$ cat config.mk
export PLATFORM = sky130hd
export DESIGN_NAME = lsm_top
export DESIGN_NICKNAME = d
export VERILOG_FILES = /design/src/design/lsm_pkg.sv /design/src/design/lsm_top.sv
export SDC_FILE = /design/constraint.sdc
export NUM_CORES = 1
export LEC_CHECK = 0
export ABC_AREA = 1
export BUFFER_PORTS_ARGS = -buffer_cell sky130_fd_sc_hd__buf_2
export CORE_AREA = 2 2 415 417
export CTS_CLUSTER_DIAMETER = 80
export DETAILED_ROUTE_END_ITERATION = 8
export DIE_AREA = 0 0 417 419
export REMOVE_ABC_BUFFERS = 1
export SLEW_MARGIN = 20
export SYNTH_ARGS = -nofsm -noshare
export SYNTH_HDL_FRONTEND = slang
export SYNTH_SLANG_ARGS = --single-unit
$ cat constraint.sdc
create_clock -name clk -period 3.7 [get_ports clk]
set_input_delay 0.185 -clock clk [delete_from_list [all_inputs] [get_ports clk]]
set_output_delay 0.185 -clock clk [all_outputs]
set_load 0.005 [all_outputs]
$ cat src/design/lsm_pkg.sv
// lane sample mapper constants: register map, field positions, lane-map mode codes
// assumes a 32-bit axi4-lite register bus and one frame-rate clock
package lsm_pkg;

  // ************************************************************
  // register map
  // ************************************************************
  localparam int LSM_ADDR_W = 8;
  localparam logic [7:0] LSM_CTRL_OFF = 8'h00;
  localparam logic [7:0] LSM_STAT_OFF = 8'h04;
  localparam int LSM_CTRL_MODE_LSB = 0;
  localparam int LSM_MODE_W = 7;
  localparam int LSM_CTRL_EN_BIT = 8;
  localparam logic [6:0] LSM_MODE_RST = 7'h0C;
  localparam logic LSM_EN_RST = 1'b1;
  localparam int LSM_STAT_SUP_BIT = 0;
  localparam int LSM_STAT_LANES_LSB = 8;
  localparam int LSM_STAT_FCNT_LSB = 16;
  localparam logic [1:0] LSM_RESP_OKAY = 2'h0;
  localparam logic [1:0] LSM_RESP_SLVERR = 2'h2;

  // ************************************************************
  // datapath widths
  // ************************************************************
  localparam int LSM_S15_W = 15;
  localparam int LSM_S12_W = 12;
  localparam int LSM_NSAMP = 4;
  localparam int LSM_NBYP = 16;
  localparam int LSM_LANES = 8;
  localparam int LSM_LANE_W = 32;
  localparam int LSM_WORD_W = 16;

  // ************************************************************
  // lane-map mode codes
  // ************************************************************
  localparam logic [6:0] LSM_M12 = 7'h0C;
  localparam logic [6:0] LSM_M47 = 7'h2F;
  localparam logic [6:0] LSM_M13 = 7'h0D;
  localparam logic [6:0] LSM_M53 = 7'h35;
  localparam logic [6:0] LSM_M14 = 7'h0E;
  localparam logic [6:0] LSM_M39 = 7'h27;
  localparam logic [6:0] LSM_M56 = 7'h38;
  localparam logic [6:0] LSM_M59 = 7'h3B;
  localparam logic [6:0] LSM_M66 = 7'h42;
  localparam logic [6:0] LSM_M68 = 7'h44;
  localparam logic [6:0] LSM_M15 = 7'h0F;
  localparam logic [6:0] LSM_M49 = 7'h31;
  localparam logic [6:0] LSM_M57 = 7'h39;
  localparam logic [6:0] LSM_M60 = 7'h3C;
  localparam logic [6:0] LSM_M67 = 7'h43;
  localparam logic [6:0] LSM_M16 = 7'h10;
  localparam logic [6:0] LSM_M55 = 7'h37;
  localparam logic [6:0] LSM_M58 = 7'h3A;
  localparam logic [6:0] LSM_M19 = 7'h13;

  // active lane count reported per layout
  localparam logic [4:0] LSM_NL_16 = 5'h10;
  localparam logic [4:0] LSM_NL_2 = 5'h02;
  localparam logic [4:0] LSM_NL_4 = 5'h04;
  localparam logic [4:0] LSM_NL_8 = 5'h08;
  localparam logic [4:0] LSM_NL_12 = 5'h0C;

  typedef enum logic [2:0] {
    LSM_LAY_NONE = 3'h0,
    LSM_LAY_SIXTEEN = 3'h1,
    LSM_LAY_EIGHT = 3'h3,
    LSM_LAY_FOUR = 3'h2,
    LSM_LAY_TWO = 3'h6,
    LSM_LAY_BYPASS = 3'h7
  } lsm_layout_t;

endpackage

$ cat src/design/lsm_top.sv
// lane sample mapper: places decimated iq samples and over-range flags, or raw
// 12-bit bypass samples, onto eight lanes per channel each frame
// assumes samples arrive on the frame clock from same-domain logic, one frame per valid
// Summary of operation
// (RL1) in mode 12 every lane word holds one 15-bit sample plus one over-range flag in octets 0-1.
// (RL2) in mode 12 lanes 0-3 carry in-phase 0-3 with the first flag, lanes 4-7 quadrature 0-3 with the second, per channel.
// (RL3) mode 47 places samples and flags exactly as mode 12.
// (RL4) in mode 13 lane 0 carries in-phase 0 with first flag in octets 0-1 and quadrature 0 with second flag in octets 2-3.
// (RL5) mode 53 places samples exactly as mode 13.
// (RL6) in mode 14 lane 0 carries in-phase 0 with first flag and lane 1 quadrature 0 with second flag.
// (RL7) modes 39, 56, 59, 66 and 68 place samples exactly as mode 14.
// (RL8) in mode 15 lanes 0-1 carry in-phase 0-1 with first flag and lanes 2-3 quadrature 0-1 with second flag.
// (RL9) modes 49, 57, 60 and 67 place samples exactly as mode 15.
// (RL10) in mode 16 lanes 0-3 carry in-phase 0-3 and lanes 4-7 quadrature 0-3, one sample per lane frame.
// (RL11) modes 55 and 58 place samples exactly as mode 16.
// (RL12) in mode 19 even samples 0-14 go on channel a lanes 0-5 and odd samples 1-15 on channel b lanes 0-5.
// (RL13) in mode 19 each three lane words pack four 12-bit samples msb first as 12, 4+8, 8+4, 12 bits.
// (RL14) each 16-bit decimated lane word holds the sample in its upper 15 bits and the flag in bit 0.
// (RL15) the receiver runs the same mode and unpacks with the same lane and octet placement.
//
// The register addresses and the AXI4-Lite interface to the registers are this design's own decisions.
`timescale 1ns/100ps
`default_nettype none

module lsm_top (
  input wire logic clk,
  input wire logic sys_rst,
  // axi4-lite slave
  input wire logic [7:0] s_axi_awaddr,
  input wire logic s_axi_awvalid,
  output logic s_axi_awready,
  input wire logic [31:0] s_axi_wdata,
  input wire logic [3:0] s_axi_wstrb,
  input wire logic s_axi_wvalid,
  output logic s_axi_wready,
  output logic [1:0] s_axi_bresp,
  output logic s_axi_bvalid,
  input wire logic s_axi_bready,
  input wire logic [7:0] s_axi_araddr,
  input wire logic s_axi_arvalid,
  output logic s_axi_arready,
  output logic [31:0] s_axi_rdata,
  output logic [1:0] s_axi_rresp,
  output logic s_axi_rvalid,
  input wire logic s_axi_rready,
  // sample side
  input wire logic sample_valid,
  input wire logic [59:0] chan_a_inphase_sample,
  input wire logic [59:0] chan_a_quadrature_sample,
  input wire logic [59:0] chan_b_inphase_sample,
  input wire logic [59:0] chan_b_quadrature_sample,
  input wire logic [3:0] chan_a_overrange_flag_first,
  input wire logic [3:0] chan_a_overrange_flag_second,
  input wire logic [3:0] chan_b_overrange_flag_first,
  input wire logic [3:0] chan_b_overrange_flag_second,
  input wire logic [191:0] bypass_sample,
  // lane side
  output logic lane_valid,
  output logic [7:0][31:0] chan_a_lane,
  output logic [7:0][31:0] chan_b_lane
);

  // ************************************************************
  // register bus
  // ************************************************************
  logic [6:0] mode_q;
  logic enable_q;
  logic [15:0] frame_cnt_q;
  logic awready_q;
  logic wready_q;
  logic bvalid_q;
  logic arready_q;
  logic rvalid_q;
  logic aw_held_q;
  logic w_held_q;
  logic [7:0] awaddr_q;
  logic [31:0] wdata_q;
  logic [3:0] wstrb_q;
  logic [1:0] bresp_q;
  logic [1:0] rresp_q;
  logic [31:0] rdata_q;

  wire aw_fire = s_axi_awvalid && awready_q;
  wire w_fire = s_axi_wvalid && wready_q;
  wire do_write = aw_held_q && w_held_q && !bvalid_q;
  wire wr_ctrl = awaddr_q == lsm_pkg::LSM_CTRL_OFF;
  wire wr_stat = awaddr_q == lsm_pkg::LSM_STAT_OFF;
  wire ar_fire = s_axi_arvalid && arready_q;
  wire rd_ctrl = s_axi_araddr == lsm_pkg::LSM_CTRL_OFF;
  wire rd_stat = s_axi_araddr == lsm_pkg::LSM_STAT_OFF;

  lsm_pkg::lsm_layout_t layout;
  logic [4:0] lane_count;
  wire supported = layout != lsm_pkg::LSM_LAY_NONE;

  // ************************************************************
  // register read words
  // ************************************************************
  // unused bits read as zero, so software may write back what it read
  logic [31:0] ctrl_word;
  logic [31:0] stat_word;

  always_comb begin
    ctrl_word = 32'h00000000;
    ctrl_word[lsm_pkg::LSM_CTRL_MODE_LSB +: lsm_pkg::LSM_MODE_W] = mode_q;
    ctrl_word[lsm_pkg::LSM_CTRL_EN_BIT] = enable_q;
  end

  always_comb begin
    stat_word = 32'h00000000;
    stat_word[lsm_pkg::LSM_STAT_SUP_BIT] = supported;
    stat_word[lsm_pkg::LSM_STAT_LANES_LSB +: $bits(lane_count)] = lane_count;
    stat_word[lsm_pkg::LSM_STAT_FCNT_LSB +: $bits(frame_cnt_q)] = frame_cnt_q;
  end

  // ************************************************************
  // bus handshakes
  // ************************************************************

  // a write to status is accepted and ignored; only holes in the map error out
  always_ff @(posedge clk) begin
    if (sys_rst) begin
      awready_q <= 1'b1;
      wready_q <= 1'b1;
      aw_held_q <= 1'b0;
      w_held_q <= 1'b0;
      awaddr_q <= 8'h00;
      wdata_q <= 32'h00000000;
      wstrb_q <= 4'h0;
      bvalid_q <= 1'b0;
      bresp_q <= lsm_pkg::LSM_RESP_OKAY;
      mode_q <= lsm_pkg::LSM_MODE_RST;
      enable_q <= lsm_pkg::LSM_EN_RST;
    end else begin
      if (aw_fire) begin
        aw_held_q <= 1'b1;
        awready_q <= 1'b0;
        awaddr_q <= s_axi_awaddr;
      end
      if (w_fire) begin
        w_held_q <= 1'b1;
        wready_q <= 1'b0;
        wdata_q <= s_axi_wdata;
        wstrb_q <= s_axi_wstrb;
      end
      // lands one cycle after both halves are held, whichever came first
      if (do_write) begin
        aw_held_q <= 1'b0;
        w_held_q <= 1'b0;
        bvalid_q <= 1'b1;
        bresp_q <= (wr_ctrl || wr_stat) ? lsm_pkg::LSM_RESP_OKAY : lsm_pkg::LSM_RESP_SLVERR;
        if (wr_ctrl && wstrb_q[0]) begin
          mode_q <= wdata_q[lsm_pkg::LSM_CTRL_MODE_LSB +: lsm_pkg::LSM_MODE_W];
        end
        if (wr_ctrl && wstrb_q[1]) begin
          enable_q <= wdata_q[lsm_pkg::LSM_CTRL_EN_BIT];
        end
      end
      if (bvalid_q && s_axi_bready) begin
        bvalid_q <= 1'b0;
        awready_q <= 1'b1;
        wready_q <= 1'b1;
      end
    end
  end

  // address decoded at the handshake; the answer stands until rready
  always_ff @(posedge clk) begin
    if (sys_rst) begin
      arready_q <= 1'b1;
      rvalid_q <= 1'b0;
      rdata_q <= 32'h00000000;
      rresp_q <= lsm_pkg::LSM_RESP_OKAY;
    end else if (ar_fire) begin
      arready_q <= 1'b0;
      rvalid_q <= 1'b1;
      rdata_q <= rd_ctrl ? ctrl_word : (rd_stat ? stat_word : 32'h00000000);
      rresp_q <= (rd_ctrl || rd_stat) ? lsm_pkg::LSM_RESP_OKAY : lsm_pkg::LSM_RESP_SLVERR;
    end else if (rvalid_q && s_axi_rready) begin
      rvalid_q <= 1'b0;
      arready_q <= 1'b1;
    end
  end

  // ************************************************************
  // bus outputs
  // ************************************************************
  assign s_axi_awready = awready_q;
  assign s_axi_wready = wready_q;
  assign s_axi_bvalid = bvalid_q;
  assign s_axi_bresp = bresp_q;
  assign s_axi_arready = arready_q;
  assign s_axi_rvalid = rvalid_q;
  assign s_axi_rdata = rdata_q;
  assign s_axi_rresp = rresp_q;

  // ************************************************************
  // mode decode
  // ************************************************************
  wire m_sixteen = mode_q == lsm_pkg::LSM_M12
    || mode_q == lsm_pkg::LSM_M47 // RL3
    || mode_q == lsm_pkg::LSM_M16
    || mode_q == lsm_pkg::LSM_M55 // RL11
    || mode_q == lsm_pkg::LSM_M58;
  wire m_two = mode_q == lsm_pkg::LSM_M13
    || mode_q == lsm_pkg::LSM_M53; // RL5
  wire m_four = mode_q == lsm_pkg::LSM_M14
    || mode_q == lsm_pkg::LSM_M39 // RL7
    || mode_q == lsm_pkg::LSM_M56
    || mode_q == lsm_pkg::LSM_M59
    || mode_q == lsm_pkg::LSM_M66
    || mode_q == lsm_pkg::LSM_M68;
  wire m_eight = mode_q == lsm_pkg::LSM_M15
    || mode_q == lsm_pkg::LSM_M49 // RL9
    || mode_q == lsm_pkg::LSM_M57
    || mode_q == lsm_pkg::LSM_M60
    || mode_q == lsm_pkg::LSM_M67;
  wire m_bypass = mode_q == lsm_pkg::LSM_M19;

  // decimate-by-4 and decimate-by-8 on sixteen lanes share one placement
  assign layout = m_sixteen ? lsm_pkg::LSM_LAY_SIXTEEN :
                  m_two ? lsm_pkg::LSM_LAY_TWO :
                  m_four ? lsm_pkg::LSM_LAY_FOUR :
                  m_eight ? lsm_pkg::LSM_LAY_EIGHT :
                  m_bypass ? lsm_pkg::LSM_LAY_BYPASS : lsm_pkg::LSM_LAY_NONE;

  assign lane_count = m_sixteen ? lsm_pkg::LSM_NL_16 :
                      m_two ? lsm_pkg::LSM_NL_2 :
                      m_four ? lsm_pkg::LSM_NL_4 :
                      m_eight ? lsm_pkg::LSM_NL_8 :
                      m_bypass ? lsm_pkg::LSM_NL_12 : 5'h00;

  // ************************************************************
  // sample unpacking
  // ************************************************************
  logic [14:0] inph [0:1][0:3];
  logic [14:0] quad [0:1][0:3];
  logic [3:0] flg_i [0:1];
  logic [3:0] flg_q [0:1];
  logic [11:0] byp [0:15];

  assign flg_i[0] = chan_a_overrange_flag_first;
  assign flg_i[1] = chan_b_overrange_flag_first;
  assign flg_q[0] = chan_a_overrange_flag_second;
  assign flg_q[1] = chan_b_overrange_flag_second;

  genvar k;
  generate
    for (k = 0; k < lsm_pkg::LSM_NSAMP; k++) begin : g_unpack
      assign inph[0][k] = chan_a_inphase_sample[lsm_pkg::LSM_S15_W*k +: lsm_pkg::LSM_S15_W];
      assign inph[1][k] = chan_b_inphase_sample[lsm_pkg::LSM_S15_W*k +: lsm_pkg::LSM_S15_W];
      assign quad[0][k] = chan_a_quadrature_sample[lsm_pkg::LSM_S15_W*k +: lsm_pkg::LSM_S15_W];
      assign quad[1][k] = chan_b_quadrature_sample[lsm_pkg::LSM_S15_W*k +: lsm_pkg::LSM_S15_W];
    end
    for (k = 0; k < lsm_pkg::LSM_NBYP; k++) begin : g_byp
      assign byp[k] = bypass_sample[lsm_pkg::LSM_S12_W*k +: lsm_pkg::LSM_S12_W];
    end
  endgenerate

  // ************************************************************
  // lane placement
  // ************************************************************
  logic [31:0] lane_d [0:1][0:7];

  genvar c, l;
  generate
    for (c = 0; c < 2; c++) begin : g_ch
      for (l = 0; l < lsm_pkg::LSM_LANES; l++) begin : g_lane
        localparam int SI = l % 4;
        localparam int EI = l % 2;
        localparam int G = l / 3;
        localparam int P = l % 3;
        localparam int B0 = 2 * (4 * (G % 2)) + c;
        logic [15:0] w_six;
        logic [15:0] w_eight;
        logic [15:0] w_four;
        logic [15:0] w_byp;
        logic [31:0] w_two;
        // sample in [15:1], flag in [0]
        assign w_six = (l < 4) ? {inph[c][SI], flg_i[c][SI]} // RL1 RL2 RL10 RL14
                               : {quad[c][SI], flg_q[c][SI]};
        if (l < 4) begin : g_e
          assign w_eight = (l < 2) ? {inph[c][EI], flg_i[c][EI]} // RL8
                                   : {quad[c][EI], flg_q[c][EI]};
        end else begin : g_ez
          assign w_eight = 16'h0000;
        end
        if (l < 2) begin : g_f
          assign w_four = (l == 0) ? {inph[c][0], flg_i[c][0]} // RL6
                                   : {quad[c][0], flg_q[c][0]};
        end else begin : g_fz
          assign w_four = 16'h0000;
        end
        if (l == 0) begin : g_t
          assign w_two = {inph[c][0], flg_i[c][0], quad[c][0], flg_q[c][0]}; // RL4
        end else begin : g_tz
          assign w_two = 32'h00000000;
        end
        // channel a takes even samples, channel b odd; four samples per three lanes
        if (l < 6 && P == 0) begin : g_p0
          assign w_byp = {byp[B0], byp[B0 + 2][11:8]}; // RL12 RL13
        end else if (l < 6 && P == 1) begin : g_p1
          assign w_byp = {byp[B0 + 2][7:0], byp[B0 + 4][11:4]}; // RL13
        end else if (l < 6) begin : g_p2
          assign w_byp = {byp[B0 + 4][3:0], byp[B0 + 6]}; // RL13
        end else begin : g_pz
          assign w_byp = 16'h0000;
        end
        assign lane_d[c][l] =
          (layout == lsm_pkg::LSM_LAY_SIXTEEN) ? {w_six, 16'h0000} :
          (layout == lsm_pkg::LSM_LAY_EIGHT) ? {w_eight, 16'h0000} :
          (layout == lsm_pkg::LSM_LAY_FOUR) ? {w_four, 16'h0000} :
          (layout == lsm_pkg::LSM_LAY_TWO) ? w_two :
          (layout == lsm_pkg::LSM_LAY_BYPASS) ? {w_byp, 16'h0000} : 32'h00000000;
      end
    end
  endgenerate

  // ************************************************************
  // lane registers
  // ************************************************************
  // lanes hold the last frame between valids; an unsupported mode sends nothing
  wire take = sample_valid && enable_q && supported;

  always_ff @(posedge clk) begin
    if (sys_rst) begin
      lane_valid <= 1'b0;
      frame_cnt_q <= 16'h0000;
      for (int i = 0; i < lsm_pkg::LSM_LANES; i++) begin
        chan_a_lane[i] <= 32'h00000000;
        chan_b_lane[i] <= 32'h00000000;
      end
    end else begin
      lane_valid <= take;
      if (take) begin
        frame_cnt_q <= frame_cnt_q + 16'h0001;
        for (int i = 0; i < lsm_pkg::LSM_LANES; i++) begin
          chan_a_lane[i] <= lane_d[0][i];
          chan_b_lane[i] <= lane_d[1][i];
        end
      end
    end
  end

endmodule // lsm_top

`default_nettype wire

==> results.py <==
metrics = {
    "outcome": {
        "outcome": "completed",
    },
    "global_route": {
        "grt_pass1_wl_um": 150800,
        "grt_pass1_vias": 22840,
        "grtUsageTotal": 0.1167,
        "overflow": 0,
        "grt_max_degree": 130,
        "antenna_found_initial": 25,
    },
    "logic_synthesis": {
        "synthFlopType": "dfxtp_1",
        "async_reset_ff_frac": 0,
        "synth_xor_area_frac": 0.005975,
        "synthDistinctLibCells": 30,
        "syn_inst": 3285,
        "syn_area_per_cell_um2": 6.247,
        "synthMuxAreaShare": 0,
        "netlist_area_um2": 20520,
        "synth_top_family_by_area": "simple AND/OR/NAND/NOR gates",
        "synth_compound_area_frac": 0.08395,
        "ys_warn_count": 0,
        "synth-simple-area-share": 0.3616,
        "synth-edff-count": 0,
        "synth_fa_ha_area_frac": 0.0006097,
        "yosysSeqAreaShare": 0.3590,
        "synth-seq-cells": 368,
    },
    "power": {
        "power.internal_uw": 8714,
        "p_leak_uw": 0.01660,
        "p_per_area_nw_per_um2": 374.7,
        "comb_power_share": 0.183,
        "p_clk_frac": 0.463,
        "swShare": 0.2974,
        "vdd_drop_max_uv": 312.4,
        "power_uw": 12400,
        "p_sw_uw": 3689,
        "seqPwrFrac": 0.353,
    },
    "finish": {
        "final_nets": 4998,
        "drive_gt1_frac": 0.2125,
        "syn2layout_area_growth_pct": 61.30,
    },
    "worst_hold_path": {
        "hold_path.class": "in2reg",
        "min-delay-start": "bypass_sample[89]",
    },
    "critical_path": {
        "worst_path_max_delay_cell": "dlygate4sd3_1",
        "r2r-start": "mode_q[1]",
        "cp-start-kind": "register",
        "critPathTopFamily": "buffers and inverters",
        "crit_fanout": 129,
        "critPathBufInv": 3,
        "cp-end-kind": "register",
        "crit_start": "mode_q[1]",
        "slowest_delay_ps": 630,
        "regToRegSetupSlack_ps": 200,
        "worstSetupPathType": "reg2reg",
        "path_cells": "nand2_1 > nor2_1 > nand2_1 > nand3_4 > buf_12 > a22oi_1 > dlygate4sd3_1 > nand2_1 > dlygate4sd3_1 > nor2_1 > nor2_1",
        "worst_ep_required_time_ps": 4300,
        "arrival_ps": 4100,
    },
    "placement": {
        "gp_congestion": 0.9126,
        "hpwl_um": 78740,
        "io_buffer_count": 805,
    },
    "cts": {
        "cts_tree": "yes",
        "clock-sinks": 368,
        "clock_latency_ps": 670,
        "cts_made_buffers": 56,
        "cts_max_path_buffers": 3,
        "clockRootBuffer": "clkbuf_16",
        "path_clk_slew_ps": 60,
        "htreeDepth": 2,
    },
    "floorplan": {
        "core-area_um2": 170600,
        "chipWidth_um": 417,
        "start_util": 0.1203,
        "die_h_um": 419,
        "std_cell_rows": 152,
        "die_area_um2": 174700,
        "io_pins": 1062,
    },
    "sta": {
        "rsz0062_at_grt": "false",
        "slew_headroom": 0.3102,
        "finalSetupViolCount": 0,
        "slew_viol_final": 0,
        "hold_viol_final": 0,
        "hold_ws_ps": 24.38,
        "max_freq_ghz": 0.2855,
        "post-route-period-util": 0.9466,
        "fin_crit_ps": 3502,
        "worstMarginPinSlew_ps": 1035,
        "skew_ps": 24.27,
    },
    "routing": {
        "antenna_left": 0,
        "routedWlPerCell_um": 16.05,
        "first_pass_iters": 7,
        "drc": 0,
        "vias": 24780,
        "vias_per_cell": 3.654,
        "totalWireLength_um": 108900,
        "first_iter_violations": 1755,
    },
    "job": {
        "max_cap_violations": 0,
    },
}
[area by class of cell]
class                      count  area, µm²
timing repair buffer        1340       9460
multi-input combinational   2388      10190
sequential                   368       7367
inverter                     335       1274
antenna                       13      32.53
tap                         2233       2794
clock inverter                35      429.2
fill                       19150     137500
clock buffer                  70       1555
[Yosys cell counts, types with 10 or more instances]
library cell / instances / area [µm²]
o21ai_0: 54 / 270.3
nand3_1: 110 / 550.5
buf_2: 98 / 490.5
nand4_1: 65 / 406.6
buf_4: 241 / 1809
a22o_1: 45 / 394.1
nand2_1: 1096 / 4114
nor2_1: 590 / 2215
buf_1: 12 / 45.04
a21boi_0: 32 / 240.2
xor2_1: 10 / 87.58
a21oi_1: 59 / 295.3
inv_1: 326 / 1224
nor3_1: 16 / 80.08
a22oi_1: 65 / 488.0
dfxtp_1: 368 / 7367
clkbuf_1: 72 / 270.3
[through the flow]
step	setup TNS, ps	area, µm²	util	worst slack, ps	std cells
2_1_floorplan	-1039400	18770	-	-4379	3091
3_3_place_gp	0	26140	0.1532	925.5	6170
3_5_place_dp	0	26140	0.1532	914.5	6170
4_1_cts	0	33070	0.1938	174.4	6769
5_1_grt	0	33080	0.1939	27.22	6774
6_report	0	33100	0.1940	197.6	6782
[logic make-up after synthesis]
| logic type | after synthesis |
|---|---|
| xor+xnor | 14 |
| flops | 368 |
| buf+inv | 758 |
| compound gates | 260 |
| simple gates | 1883 |
| fa+ha+maj | 1 |
| other cells | 1 |
[flip-flops by register name, summed over array words and instances, names as in the netlist, 2 cells and up]
name,cells
awaddr_q,8
chan_a_lane,144
chan_b_lane,144
frame_cnt_q,16
mode_q,7
s_axi_rdata,28
wdata_q,8
wstrb_q,2
[placed cells by master (no fill, tap or decap), types with 59 or more instances in the layout]
cell type | synthesis | final
dlygate4sd3_1 | 0 | 494
a22oi_1 | 65 | 65
buf_2 | 98 | 805
nand4_1 | 65 | 65
conb_1 | 1 | 230
inv_1 | 326 | 324
dfxtp_1 | 368 | 368
nor2_1 | 590 | 590
nand3_1 | 110 | 108
a21oi_1 | 59 | 59
nand2_1 | 1096 | 1095
[power by group through the flow]
stage,clock [µW],combinational (µW),sequential (µW)
finish,5750,2270,4380
floorplan,0,839,4460
global route,6090,2520,4410
CTS,5980,2270,4380
detailed placement,0,1820,4460
global placement,0,1800,4450
[worst min-delay path: stages]
cell and delay [ps]:
buf_2 80, a22oi_1 150, nand2_1 100, nor2_1 40, nor2_1 80
[metal layers]
layer / up-vias / wire length, µm / GRT usage
li1: 12040 / - / -
met1: 11420 / 44380 / 0.1420
met2: 1058 / 49480 / 0.1850
met3: 255 / 9703 / 0.03818
met4: 18 / 5197 / 0.05564
met5: - / 122 / 0
[timing repair]
item,4_1_cts,5_1_grt
hold buffers,494,0
resized for setup,0,1
hold endpoints to repair,317,0
setup buffers,0,0
setup endpoints to repair,0,1
[final timing paths]
check                           cells past startpoint                to
worst min register to register                      2       awaddr_q[4]
worst min-delay path                                5   chan_b_lane[85]
worst max-delay path                               11  chan_a_lane[113]
worst max register to register                     11  chan_a_lane[113]
Note: power is estimated with default switching activity, not from simulation.
